===== src/core/pll_cfg_pkg.sv =====
// Offsets, field layout, reset values and timing of the PLL pump/filter bank
package pll_cfg_pkg;

  // ----------------------------------------------------------------
  // Register port
  // ----------------------------------------------------------------
  localparam int ADDR_W = 6;
  localparam int DATA_W = 8;

  // ----------------------------------------------------------------
  // Byte offsets
  // ----------------------------------------------------------------
  localparam logic [ADDR_W-1:0] OFS_GENERAL = 6'h07;
  localparam logic [ADDR_W-1:0] OFS_PUMP_LO = 6'h08;
  localparam logic [ADDR_W-1:0] OFS_PUMP_HI = 6'h09;
  localparam logic [ADDR_W-1:0] OFS_FILTER  = 6'h0a;
  localparam logic [ADDR_W-1:0] OFS_STATUS  = 6'h0f;

  // ----------------------------------------------------------------
  // Pump word fields (16-bit positions)
  // ----------------------------------------------------------------
  localparam int PUMP_EN_BIT    = 13;
  localparam int PUMP_BOOST_BIT = 12;
  localparam int PUMP_MAG_LSB   = 8;
  localparam int PUMP_MAG_W     = 4;
  localparam int PUMP_RSV7_BIT  = 7;
  localparam int PUMP_SRC_LSB   = 4;
  localparam int PUMP_RSV3_BIT  = 3;
  localparam int PUMP_SINK_LSB  = 0;
  localparam int PUMP_CUR_W     = 3;

  // ----------------------------------------------------------------
  // Filter byte fields
  // ----------------------------------------------------------------
  localparam int FILT_BYP_BIT = 7;
  localparam int FILT_CAP_LSB = 4;
  localparam int FILT_CAP_W   = 3;
  localparam int FILT_RES_LSB = 0;
  localparam int FILT_RES_W   = 4;

  // ----------------------------------------------------------------
  // Status byte fields
  // ----------------------------------------------------------------
  localparam int STAT_SWITCH_BIT = 0;
  localparam int STAT_RAMP_BIT   = 1;
  localparam int STAT_BOOST_BIT  = 2;
  localparam int STAT_MAG_LSB    = 4;

  // ----------------------------------------------------------------
  // Reset values
  // ----------------------------------------------------------------
  localparam logic [7:0] GENERAL_RST = 8'h03;
  localparam logic       EN_RST      = 1'h0;
  localparam logic       BOOST_RST   = 1'h0;
  localparam logic [3:0] MAG_RST     = 4'h3;
  localparam logic       RSV_RST     = 1'h0;
  localparam logic [2:0] SRC_RST     = 3'h3;
  localparam logic [2:0] SINK_RST    = 3'h3;
  localparam logic       BYP_RST     = 1'h0;
  localparam logic [2:0] CAP_RST     = 3'h7;
  localparam logic [3:0] RES_RST     = 4'h4;

  // ----------------------------------------------------------------
  // Timing
  // ----------------------------------------------------------------
  localparam int CLK_PERIOD_NS = 10;
  localparam int RAMP_STEP_NS  = 1000;
  localparam int RAMP_STEP_CYC =
    (RAMP_STEP_NS + CLK_PERIOD_NS - 1) / CLK_PERIOD_NS;

endpackage


===== src/core/pll_pump_filter_cfg_regs.sv =====
// PLL charge-pump and loop-filter configuration register bank
`timescale 1ns/1ps
`default_nettype none

module pll_pump_filter_cfg_regs
#(
  parameter int STEP_CYC = pll_cfg_pkg::RAMP_STEP_CYC
)
(
  input  wire logic                           mclk,
  input  wire logic                           sys_rst,
  input  wire logic [pll_cfg_pkg::ADDR_W-1:0] addr,
  input  wire logic [pll_cfg_pkg::DATA_W-1:0] wr_data,
  input  wire logic                           wr_stb,
  input  wire logic                           rd_stb,
  output var  logic [pll_cfg_pkg::DATA_W-1:0] rd_data,
  input  wire logic                           xtal_switch,
  input  wire logic                           ramp_enable,
  output var  logic [7:0]                     pll_general_cfg,
  output var  logic                           pump_bias_enable,
  output var  logic                           pump_bias_range_boost,
  output var  logic [3:0]                     pump_bias_magnitude,
  output var  logic [2:0]                     pump_source_current,
  output var  logic [2:0]                     pump_sink_current,
  output var  logic                           vco_filter_bypass,
  output var  logic [2:0]                     loop_pole_capacitance,
  output var  logic [3:0]                     loop_filter_resistance,
  output var  logic                           bias_ramping
);

  import pll_cfg_pkg::*;

  // ----------------------------------------------------------------
  // Decode helper
  // ----------------------------------------------------------------
  function automatic logic hit
  (
    input logic [ADDR_W-1:0] a,
    input logic [ADDR_W-1:0] ofs
  );
    hit = (a == ofs);
  endfunction

  // ----------------------------------------------------------------
  // Declarations
  // ----------------------------------------------------------------
  logic [7:0]  general_reg;
  logic        bias_en_reg;
  logic        boost_reg;
  logic [3:0]  magnitude_reg;
  logic        rsv7_reg;
  logic [2:0]  source_reg;
  logic        rsv3_reg;
  logic [2:0]  sink_reg;
  logic        bypass_reg;
  logic [2:0]  cap_reg;
  logic [3:0]  res_reg;
  logic [15:0] pump_wdata;
  logic        wr_general;
  logic        wr_pump_lo;
  logic        wr_pump_hi;
  logic        wr_filter;
  logic [2:0]  sync_reg;
  logic        switch_reg;
  logic [3:0]  applied_mag;
  logic        applied_boost;
  logic        ramp_busy;
  logic [7:0]  rd_next;

  // Byte lands in both lanes; each field picks its own position
  assign pump_wdata = {wr_data, wr_data};

  assign wr_general = wr_stb && hit(addr, OFS_GENERAL);
  assign wr_pump_lo = wr_stb && hit(addr, OFS_PUMP_LO);
  assign wr_pump_hi = wr_stb && hit(addr, OFS_PUMP_HI);
  assign wr_filter  = wr_stb && hit(addr, OFS_FILTER);

  // ----------------------------------------------------------------
  // General configuration byte
  // ----------------------------------------------------------------
  // writable reserved stored
  always_ff @(posedge mclk or posedge sys_rst)
  begin
    if (sys_rst)
    begin
      general_reg <= GENERAL_RST;
    end
    else if (wr_general)
    begin
      general_reg <= wr_data;
    end
  end

  // ----------------------------------------------------------------
  // Pump high byte
  // ----------------------------------------------------------------
  // bias enable
  always_ff @(posedge mclk or posedge sys_rst)
  begin
    if (sys_rst)
    begin
      bias_en_reg <= EN_RST;
    end
    else if (wr_pump_hi)
    begin
      bias_en_reg <= pump_wdata[PUMP_EN_BIT];
    end
  end

  always_ff @(posedge mclk or posedge sys_rst)
  begin
    if (sys_rst)
    begin
      boost_reg <= BOOST_RST;
    end
    else if (wr_pump_hi)
    begin
      boost_reg <= pump_wdata[PUMP_BOOST_BIT];
    end
  end

  always_ff @(posedge mclk or posedge sys_rst)
  begin
    if (sys_rst)
    begin
      magnitude_reg <= MAG_RST;
    end
    else if (wr_pump_hi)
    begin
      magnitude_reg <= pump_wdata[PUMP_MAG_LSB +: PUMP_MAG_W];
    end
  end

  // ----------------------------------------------------------------
  // Pump low byte
  // ----------------------------------------------------------------
  // source current
  always_ff @(posedge mclk or posedge sys_rst)
  begin
    if (sys_rst)
    begin
      source_reg <= SRC_RST;
    end
    else if (wr_pump_lo)
    begin
      source_reg <= pump_wdata[PUMP_SRC_LSB +: PUMP_CUR_W];
    end
  end

  always_ff @(posedge mclk or posedge sys_rst)
  begin
    if (sys_rst)
    begin
      sink_reg <= SINK_RST;
    end
    else if (wr_pump_lo)
    begin
      sink_reg <= pump_wdata[PUMP_SINK_LSB +: PUMP_CUR_W];
    end
  end

  always_ff @(posedge mclk or posedge sys_rst)
  begin
    if (sys_rst)
    begin
      rsv7_reg <= RSV_RST;
      rsv3_reg <= RSV_RST;
    end
    else if (wr_pump_lo)
    begin
      rsv7_reg <= pump_wdata[PUMP_RSV7_BIT];
      rsv3_reg <= pump_wdata[PUMP_RSV3_BIT];
    end
  end

  // ----------------------------------------------------------------
  // Filter byte
  // ----------------------------------------------------------------
  // filter bypass
  always_ff @(posedge mclk or posedge sys_rst)
  begin
    if (sys_rst)
    begin
      bypass_reg <= BYP_RST;
    end
    else if (wr_filter)
    begin
      bypass_reg <= wr_data[FILT_BYP_BIT];
    end
  end

  always_ff @(posedge mclk or posedge sys_rst)
  begin
    if (sys_rst)
    begin
      cap_reg <= CAP_RST;
    end
    else if (wr_filter)
    begin
      cap_reg <= wr_data[FILT_CAP_LSB +: FILT_CAP_W];
    end
  end

  always_ff @(posedge mclk or posedge sys_rst)
  begin
    if (sys_rst)
    begin
      res_reg <= RES_RST;
    end
    else if (wr_filter)
    begin
      res_reg <= wr_data[FILT_RES_LSB +: FILT_RES_W];
    end
  end

  // ----------------------------------------------------------------
  // Crystal switch input
  // ----------------------------------------------------------------
  // Pin is asynchronous; accept a change only once stages two and
  // three agree, which costs four cycles of latency
  always_ff @(posedge mclk or posedge sys_rst)
  begin
    if (sys_rst)
    begin
      sync_reg <= 3'h0;
    end
    else
    begin
      sync_reg <= {sync_reg[1:0], xtal_switch};
    end
  end

  always_ff @(posedge mclk or posedge sys_rst)
  begin
    if (sys_rst)
    begin
      switch_reg <= 1'b0;
    end
    else if (sync_reg[1] == sync_reg[2])
    begin
      switch_reg <= sync_reg[2];
    end
  end

  // ----------------------------------------------------------------
  // Applied bias around a crystal switch
  // ----------------------------------------------------------------
  // switch handling
  pump_bias_ramp #(
    .STEP_CYC (STEP_CYC)
  ) u_ramp (
    .mclk              (mclk),
    .sys_rst           (sys_rst),
    .switch_active     (switch_reg),
    .ramp_enable       (ramp_enable),
    .prog_magnitude    (magnitude_reg),
    .prog_boost        (boost_reg),
    .applied_magnitude (applied_mag),
    .applied_boost     (applied_boost),
    .ramping           (ramp_busy)
  );

  assign pump_bias_magnitude   = applied_mag;
  assign pump_bias_range_boost = applied_boost;
  assign bias_ramping          = ramp_busy;

  // ----------------------------------------------------------------
  // Analog control outputs
  // ----------------------------------------------------------------
  assign pll_general_cfg        = general_reg;
  assign pump_bias_enable       = bias_en_reg;
  assign pump_source_current    = source_reg;
  assign pump_sink_current      = sink_reg;
  assign vco_filter_bypass      = bypass_reg;
  assign loop_pole_capacitance  = cap_reg;
  assign loop_filter_resistance = res_reg;

  // ----------------------------------------------------------------
  // Read path
  // ----------------------------------------------------------------
  // pump high reserved bits read zero; pump low reserved bits read back as stored
  always_comb
  begin
    rd_next = 8'h00;
    case (addr)
      OFS_GENERAL:
      begin
        rd_next = general_reg;
      end
      OFS_PUMP_LO:
      begin
        rd_next = {rsv7_reg, source_reg, rsv3_reg, sink_reg};
      end
      OFS_PUMP_HI:
      begin
        rd_next = {2'h0, bias_en_reg, boost_reg, magnitude_reg};
      end
      OFS_FILTER:
      begin
        rd_next = {bypass_reg, cap_reg, res_reg};
      end
      OFS_STATUS:
      begin
        rd_next[STAT_SWITCH_BIT]          = switch_reg;
        rd_next[STAT_RAMP_BIT]            = ramp_busy;
        rd_next[STAT_BOOST_BIT]           = applied_boost;
        rd_next[STAT_MAG_LSB +: PUMP_MAG_W] = applied_mag;
      end
      default:
      begin
        rd_next = 8'h00;
      end
    endcase
  end

  // Data is valid only in the cycle after the strobe
  always_ff @(posedge mclk or posedge sys_rst)
  begin
    if (sys_rst)
    begin
      rd_data <= 8'h00;
    end
    else if (rd_stb)
    begin
      rd_data <= rd_next;
    end
    else
    begin
      rd_data <= 8'h00;
    end
  end

endmodule // pll_pump_filter_cfg_regs

`default_nettype wire


===== src/core/pump_bias_ramp.sv =====
// Applied pump bias across a crystal switch, with optional ramp back up
`timescale 1ns/1ps
`default_nettype none

module pump_bias_ramp
  import pll_cfg_pkg::*;
#(
  parameter int STEP_CYC = RAMP_STEP_CYC
)
(
  input  wire logic       mclk,
  input  wire logic       sys_rst,
  input  wire logic       switch_active,
  input  wire logic       ramp_enable,
  input  wire logic [3:0] prog_magnitude,
  input  wire logic       prog_boost,
  output var  logic [3:0] applied_magnitude,
  output var  logic       applied_boost,
  output var  logic       ramping
);

  localparam int CW = $clog2(STEP_CYC + 1);
  localparam logic [CW-1:0] LAST = CW'(STEP_CYC - 1);

  typedef enum logic [1:0] {ST_IDLE, ST_SWITCH, ST_RAMP} ramp_state_e;

  ramp_state_e   state_reg;
  logic [CW-1:0] step_reg;

  // ----------------------------------------------------------------
  // Sequence
  // ----------------------------------------------------------------
  // applied values
  always_ff @(posedge mclk or posedge sys_rst)
  begin
    if (sys_rst)
    begin
      state_reg         <= ST_IDLE;
      step_reg          <= '0;
      applied_magnitude <= MAG_RST;
      applied_boost     <= BOOST_RST;
      ramping           <= 1'b0;
    end
    else
    begin
      case (state_reg)
        ST_IDLE:
        begin
          applied_magnitude <= prog_magnitude;
          applied_boost     <= prog_boost;
          ramping           <= 1'b0;
          // Without ramping the programmed value holds throughout
          if (switch_active && ramp_enable)
          begin
            state_reg         <= ST_SWITCH;
            applied_magnitude <= 4'h0;
            applied_boost     <= 1'b0;
            ramping           <= 1'b1;
          end
        end
        ST_SWITCH:
        begin
          step_reg <= '0;
          if (!switch_active)
          begin
            state_reg <= ST_RAMP;
          end
        end
        ST_RAMP:
        begin
          // Clamped to the target, so a zero code never rises
          if (applied_magnitude >= prog_magnitude)
          begin
            applied_magnitude <= prog_magnitude;
            applied_boost     <= prog_boost;
            ramping           <= 1'b0;
            state_reg         <= ST_IDLE;
          end
          else if (step_reg == LAST)
          begin
            step_reg          <= '0;
            applied_magnitude <= applied_magnitude + 4'h1;
          end
          else
          begin
            step_reg <= step_reg + CW'(1);
          end
        end
        default:
        begin
          state_reg <= ST_IDLE;
        end
      endcase
    end
  end

endmodule // pump_bias_ramp

`default_nettype wire

===== config.mk =====
export PLATFORM = sky130hd
export DESIGN_NAME = pll_pump_filter_cfg_regs
export DESIGN_NICKNAME = d
export VERILOG_FILES = /design/src/core/pll_cfg_pkg.sv /design/src/core/pll_pump_filter_cfg_regs.sv /design/src/core/pump_bias_ramp.sv
export SDC_FILE = /design/constraint.sdc
export NUM_CORES = 1
export LEC_CHECK = 0
export BUFFER_PORTS_ARGS = -buffer_cell sky130_fd_sc_hd__buf_2
export CORE_ASPECT_RATIO = 1.25
export CORE_MARGIN = 2
export CORE_UTILIZATION = 25
export CTS_CLUSTER_DIAMETER = 30
export CTS_CLUSTER_SIZE = 25
export DETAILED_ROUTE_END_ITERATION = 7
export GPL_TIMING_DRIVEN = 0
export PLACE_DENSITY_LB_ADDON = 0.1
export SKIP_CTS_REPAIR_TIMING = 1
export SYNTH_ARGS = -nofsm -noshare
export SYNTH_HDL_FRONTEND = slang
export SYNTH_SLANG_ARGS = --single-unit

===== constraint.sdc =====
create_clock -name mclk -period 2.56 [get_ports mclk]
set_input_delay 0.256 -clock mclk [delete_from_list [all_inputs] [get_ports mclk]]
set_output_delay 0.256 -clock mclk [all_outputs]
set_load 0.01 [all_outputs]

Word level (Yosys, flattened, before mapping)
Cells that the tools add are included.

word-level totals
  register bits after elaboration = 57
  latch bits = 0
  bits in writable memories = 0
  bits in read-only memories = 0
  bits of input ports = 20
  output and inout bits = 37
  logic and storage cells = 69
  memories kept = 0

operators by class
  add/sub/neg operators = 2
  multiply operators = 0
  divide/modulo/power cells = 0
  order comparisons = 1
  eq/ne operators = 14
  shift operators = 0
  multiplexer cells = 21
  bitwise gates (word level) = 0
  reduce and logical (&&, ||, !) cells = 12

operators with widths
  kind                                                                   count
  6-bit by 4-bit equality test with 1-bit output, second input constant  4
  4-bit case mux with 5 select lines                                     1
  3-bit case mux with 5 select lines                                     1
  7-bit 2-to-1 mux                                                       2
  7-bit case mux with 2 select lines                                     1
  4-bit 2-to-1 mux                                                       3
  8-bit 2-to-1 mux                                                       1
  4-bit case mux with 2 select lines                                     1
  7-bit by 1-bit adder with 7-bit output, second input constant          1
  7-bit equality test, second input constant                             1
  6-bit by 3-bit equality test with 1-bit output, second input constant  1
  2-bit 2-to-1 mux                                                       3
  2-bit case mux with 3 select lines                                     1
  2-bit AND reduction                                                    3
  1-bit logical AND                                                      5
  4-bit by 1-bit adder with 4-bit output, second input constant          1
  4-bit greater-or-equal comparator                                      1
  1-bit 2-to-1 mux                                                       4
  2-bit by 1-bit != test with 1-bit output, second input constant        2
  2-bit != test, second input constant                                   2
  1-bit case mux with 2 select lines                                     2
  1-bit case mux with 4 select lines                                     1
  2-bit nonzero test                                                     2
  3-bit by 1-bit != test with 1-bit output, second input constant        1
  other kinds (5)                                                        5

Logic depth before layout (Yosys ltp)
  depth after elaboration = 4
  mapped depth = 7
  mapped depth without buffers = 6

Hierarchy
A second synthesis with hierarchy kept.

unflattened totals
  cell total of the unflattened synthesis = 237
  area, all modules = 2,803.9 µm²

modules (own cells, without submodules)
  module                    instances  cells each  area an instance (µm²)  seq. area each (µm²)
  pll_pump_filter_cfg_regs  1          139         1,898.1                 1,066.0
  pump_bias_ramp            1          98          905.9                   377.9

Least setup slack after synthesis
No wires, ideal clock.

  path kind = flip-flop to flip-flop
  start point = reg u_ramp.applied_magnitude[0]
  end point = reg u_ramp.step_reg[3]
  setup time = 0.124 ns
  data arrival time = 1.896 ns
  required time = 2.436 ns
  slack = 0.540 ns
  stages on the path, launching flop included = 8
  path buffers = 1
  period minus slack after synthesis = 2.020 ns
  cells stage by stage = dfstp_2 -> inv_1 -> ha_1 -> nor3b_1 -> o211ai_1 -> clkbuf_1 -> nor3_1 -> o31a_1

on the way
  longest elaborated chain between the ends = 3

RTL lines
  item                               line                  text
  start, declared                    pump_bias_ramp.sv:17  output var logic [3:0] applied_magnitude,
  start signal, assigned             pump_bias_ramp.sv:49  applied_magnitude <= prog_magnitude;
  start signal, assigned             pump_bias_ramp.sv:74  applied_magnitude <= prog_magnitude;
  start signal, assigned             pump_bias_ramp.sv:82  applied_magnitude <= applied_magnitude + 4'h1;
  4-bit greater-or-equal comparator  pump_bias_ramp.sv:72  if (applied_magnitude >= prog_magnitude)
  2-bit != test (no line)            -
  2-bit AND reduction (no line)      -
  end signal, assigned               pump_bias_ramp.sv:86  step_reg <= step_reg + CW'(1);
  end, declared                      pump_bias_ramp.sv:28  logic [CW-1:0] step_reg;

No other way between the ends.
A chain may end at the register's enable or synchronous reset.

Final worst setup path
  start point = reg u_ramp.applied_magnitude[0]
  end point = reg u_ramp.applied_magnitude[3]

on the way
  longest elaborated chain between the ends = 4
  elaborated cells between the ends (all ways) = 7
  classes of those cells = 1 x add/sub; 1 x order compare; 1 x eq/ne; 3 x mux; 1 x reduce/logical

RTL lines
  item                                    line                  text
  4-bit by 1-bit adder with 4-bit output  pump_bias_ramp.sv:82
  4-bit 2-to-1 mux                        pump_bias_ramp.sv:79  else if (step_reg == LAST)
  4-bit 2-to-1 mux                        pump_bias_ramp.sv:72
  4-bit case mux with 2 select lines      pump_bias_ramp.sv:46  case (state_reg)

Parallel ways exist; a longest one is shown, timed or not. The select of a mux whose other input is x is not followed.

==> results.yml <==
finish:
  areaGrowthSynthToFinish_pct: 28.3
  final_common_cell: "buf_2"
  diodes: 0
  layout_common_cells: "buf_2 (56), dfrtp_1 (43), mux2_2 (30)"
  stdcell_count: 426
  final_nets: 315
  drive_gt1_share_pct: 43.2
power_and_ir_drop:
  ir_drop_uv: 232
  p_int_mw: 2.08
  p_comb_share_pct: 17.9
  sw_frac_of_total_pct: 28.5
  p_switching_mw: 0.832
  leakage_nw: 1.59
  pwr-share-clk_pct: 41.0
  power_density_nw_per_um2: 838
  pwr-share-seq_pct: 41.1
logic_synthesis:
  avgSynthCellArea_um2: 12.3
  synthesis.nets: 247
  yosys.area.top_type_share_pct: 39.7
  ys_seq_area_share_pct: 53.3
  netlist_area_um2: 2710
  yosys.area.top_type: "dfrtp_1"
  ys_top_cells_by_area: "dfrtp_1 (40%), dfstp_2 (14%), mux2_2 (12%)"
  synth_cell_types: 49
  synth_top_flop_cell: "dfrtp_1"
  ys_ff_latch: 57
  ys_async_sr_fraction_pct: 100
  ys_warn_count: 0
  synth_edf_count: 0
  syn_inst: 221
floorplanning:
  initial_core_util_pct: 25.7
  dieArea_um2: 11700
  ios: 57
  core-area_um2: 10600
  dieHeight_um: 120
  rows: 42
  die_w_um: 97.1
routing:
  drt.antenna.violating_nets: 0
  viasPerCell: 4.92
  route.met2.wl_um: 3800
  post_drt_wl_per_cell_um: 17.4
  num_vias: 2098
  firstDrtPassIters: 5
  wl_um: 7410
  m1WireLength_um: 3240
  routed.top_layer: "met4"
  drc: 0
  dr_wl_met3_um: 336
  drt_iter0_markers: 82
timing:
  tightestPinTransition_ps: 1110
  setup_viol: 0
  fin_crit_sh_pct: 89.4
  skew_ps: 9.06
  drv_slew: 0
  tns_ps: 0
  min_period_ps: 2290
  final_hold_viol_count: 0
  max_freq_mhz: 437
  slew_headroom_pct: 25.6
  rsz0062_at_grt: "no"
clocking:
  cts_tree: "done"
  numCtsBuffers: 9
  cts.clk_slew.worst_paths_ps: 50
  cts_sinks: 57
  cts_buffer_depth: 2
  insertion_delay_ps: 320
  cts_root_buf: "clkbuf_16"
  htreeDepth: 3
global_routing:
  antenna_found_initial: 0
  grt_pass1_vias: 2226
  grt_max_degree: 34
  grt_pass1_wl_um: 12100
  track_usage_pct: 13.4
  overflow: 0
placement:
  gp_congestion: 0.727
  dp.cells: 410
  io_buffers: 56
  dpl.hpwl_um: 5320
worst_setup_path:
  worstSetupPathType: "flip-flop to flip-flop"
  path_max_fanout: 10
  crit_path_start_kind: "flip-flop"
  cp.required_ps: 2770
  cp-end-kind: "flip-flop"
  worstPathArrival_ps: 2500
job:
  cap_viol_max_count: 0
run_status:
  status: "finished clean"
min_path:
  min_path_type: "primary input to flip-flop"
## cell usage after synthesis, types with 2 or more instances
cell,count
ha_1,6
o32ai_1,3
mux2_2,30
dfstp_2,14
nand2_2,2
clkbuf_1,5
a31oi_1,2
dfrtp_1,43
inv_1,9
and3_1,4
nor3_1,3
a21oi_1,14
nand3_1,7
o21ai_0,4
nand4_1,2
nor2b_1,3
a222oi_1,5
nand2_1,14
nor3b_4,2
o211ai_1,5
or4_1,2
o211a_1,2
nor2_1,2
mux2i_1,2
a211oi_1,2
a22oi_1,11
## kinds of logic (layout without fill, tap and decap cells)
kind of cell | count (synthesis) | in the layout | synth area share [%]
flops | 57 | 57 | 53.3
compound gates | 56 | 56 | 14.8
simple gates | 55 | 55 | 13.7
mux | 32 | 32 | 13.2
buf+inv | 14 | 87 | 1.94
fa+ha+maj | 7 | 7 | 3.14
## critical path, cell delays in order (launching register included)
cell and delay [ps]:
dfstp_2 610, inv_1 60, ha_1 190, nor3b_1 150, o211ai_1 470, clkbuf_2 350, nor3_1 80, a311oi_1 280
## power groups by stage
stage / combinational (mW) / sequential (mW) / clock, mW
global route: 0.594 / 1.23 / 1.27
finish: 0.523 / 1.20 / 1.19
CTS: 0.535 / 1.20 / 1.23
floorplan: 0.296 / 1.20 / 0
global placement: 0.523 / 1.22 / 0
detailed placement: 0.531 / 1.22 / 0
## per-layer routing
| metal | global-route usage (%) | up-vias |
|---|---|---|
| met5 | 0 | - |
| met4 | 4.75 | 0 |
| met3 | 4.10 | 2 |
| met2 | 22.8 | 51 |
| met1 | 16.1 | 1051 |
| li1 | - | 994 |
## path summary, 6_finish.rpt
| kind | from | endpoint | slack [ps] | depth (start not counted) |
|---|---|---|---|---|
| max reg2reg | u_ramp.applied_magnitude[0] | u_ramp.applied_magnitude[3] | 270 | 7 |
| max in group asynchronous | sys_rst | magnitude_reg[0] | 1800 | 3 |
| min in group asynchronous | sys_rst | rsv3_reg | 70 | 2 |
| min reg2reg | sync_reg[0] | sync_reg[1] | 340 | 0 |
| max | u_ramp.applied_magnitude[0] | u_ramp.applied_magnitude[3] | 270 | 7 |
| min | xtal_switch | sync_reg[0] | 40 | 1 |
## layout make-up
cell class	instances	area [µm²]
Sequential cell	57	1440
Timing Repair Buffer	57	300
Tap cell	132	165
Buffer	5	20.0
Inverter	9	33.8
Clock inverter	3	40.0
Multi-Input combinational cell	150	1210
Clock buffer	13	260
Fill cell	1072	7080
## metrics by stage
| step | worst slack, ps | util (%) | total power, mW | hold slack (ps) | area, µm² |
|---|---|---|---|---|---|
| 3_5_place_dp | 100 | 30.1 | 1.75 | 336 | 3180 |
| 5_1_grt | 81.9 | 32.9 | 3.09 | 32.0 | 3480 |
| 6_report | 273 | 32.9 | 2.92 | 38.3 | 3480 |
| 4_1_cts | 68.0 | 32.9 | 2.97 | 27.3 | 3480 |
| 2_1_floorplan | 540 | - | 1.50 | 287 | 2710 |
| 3_3_place_gp | -52.8 | 29.9 | 1.74 | 333 | 3160 |
(Power assumes the default switching activity.)
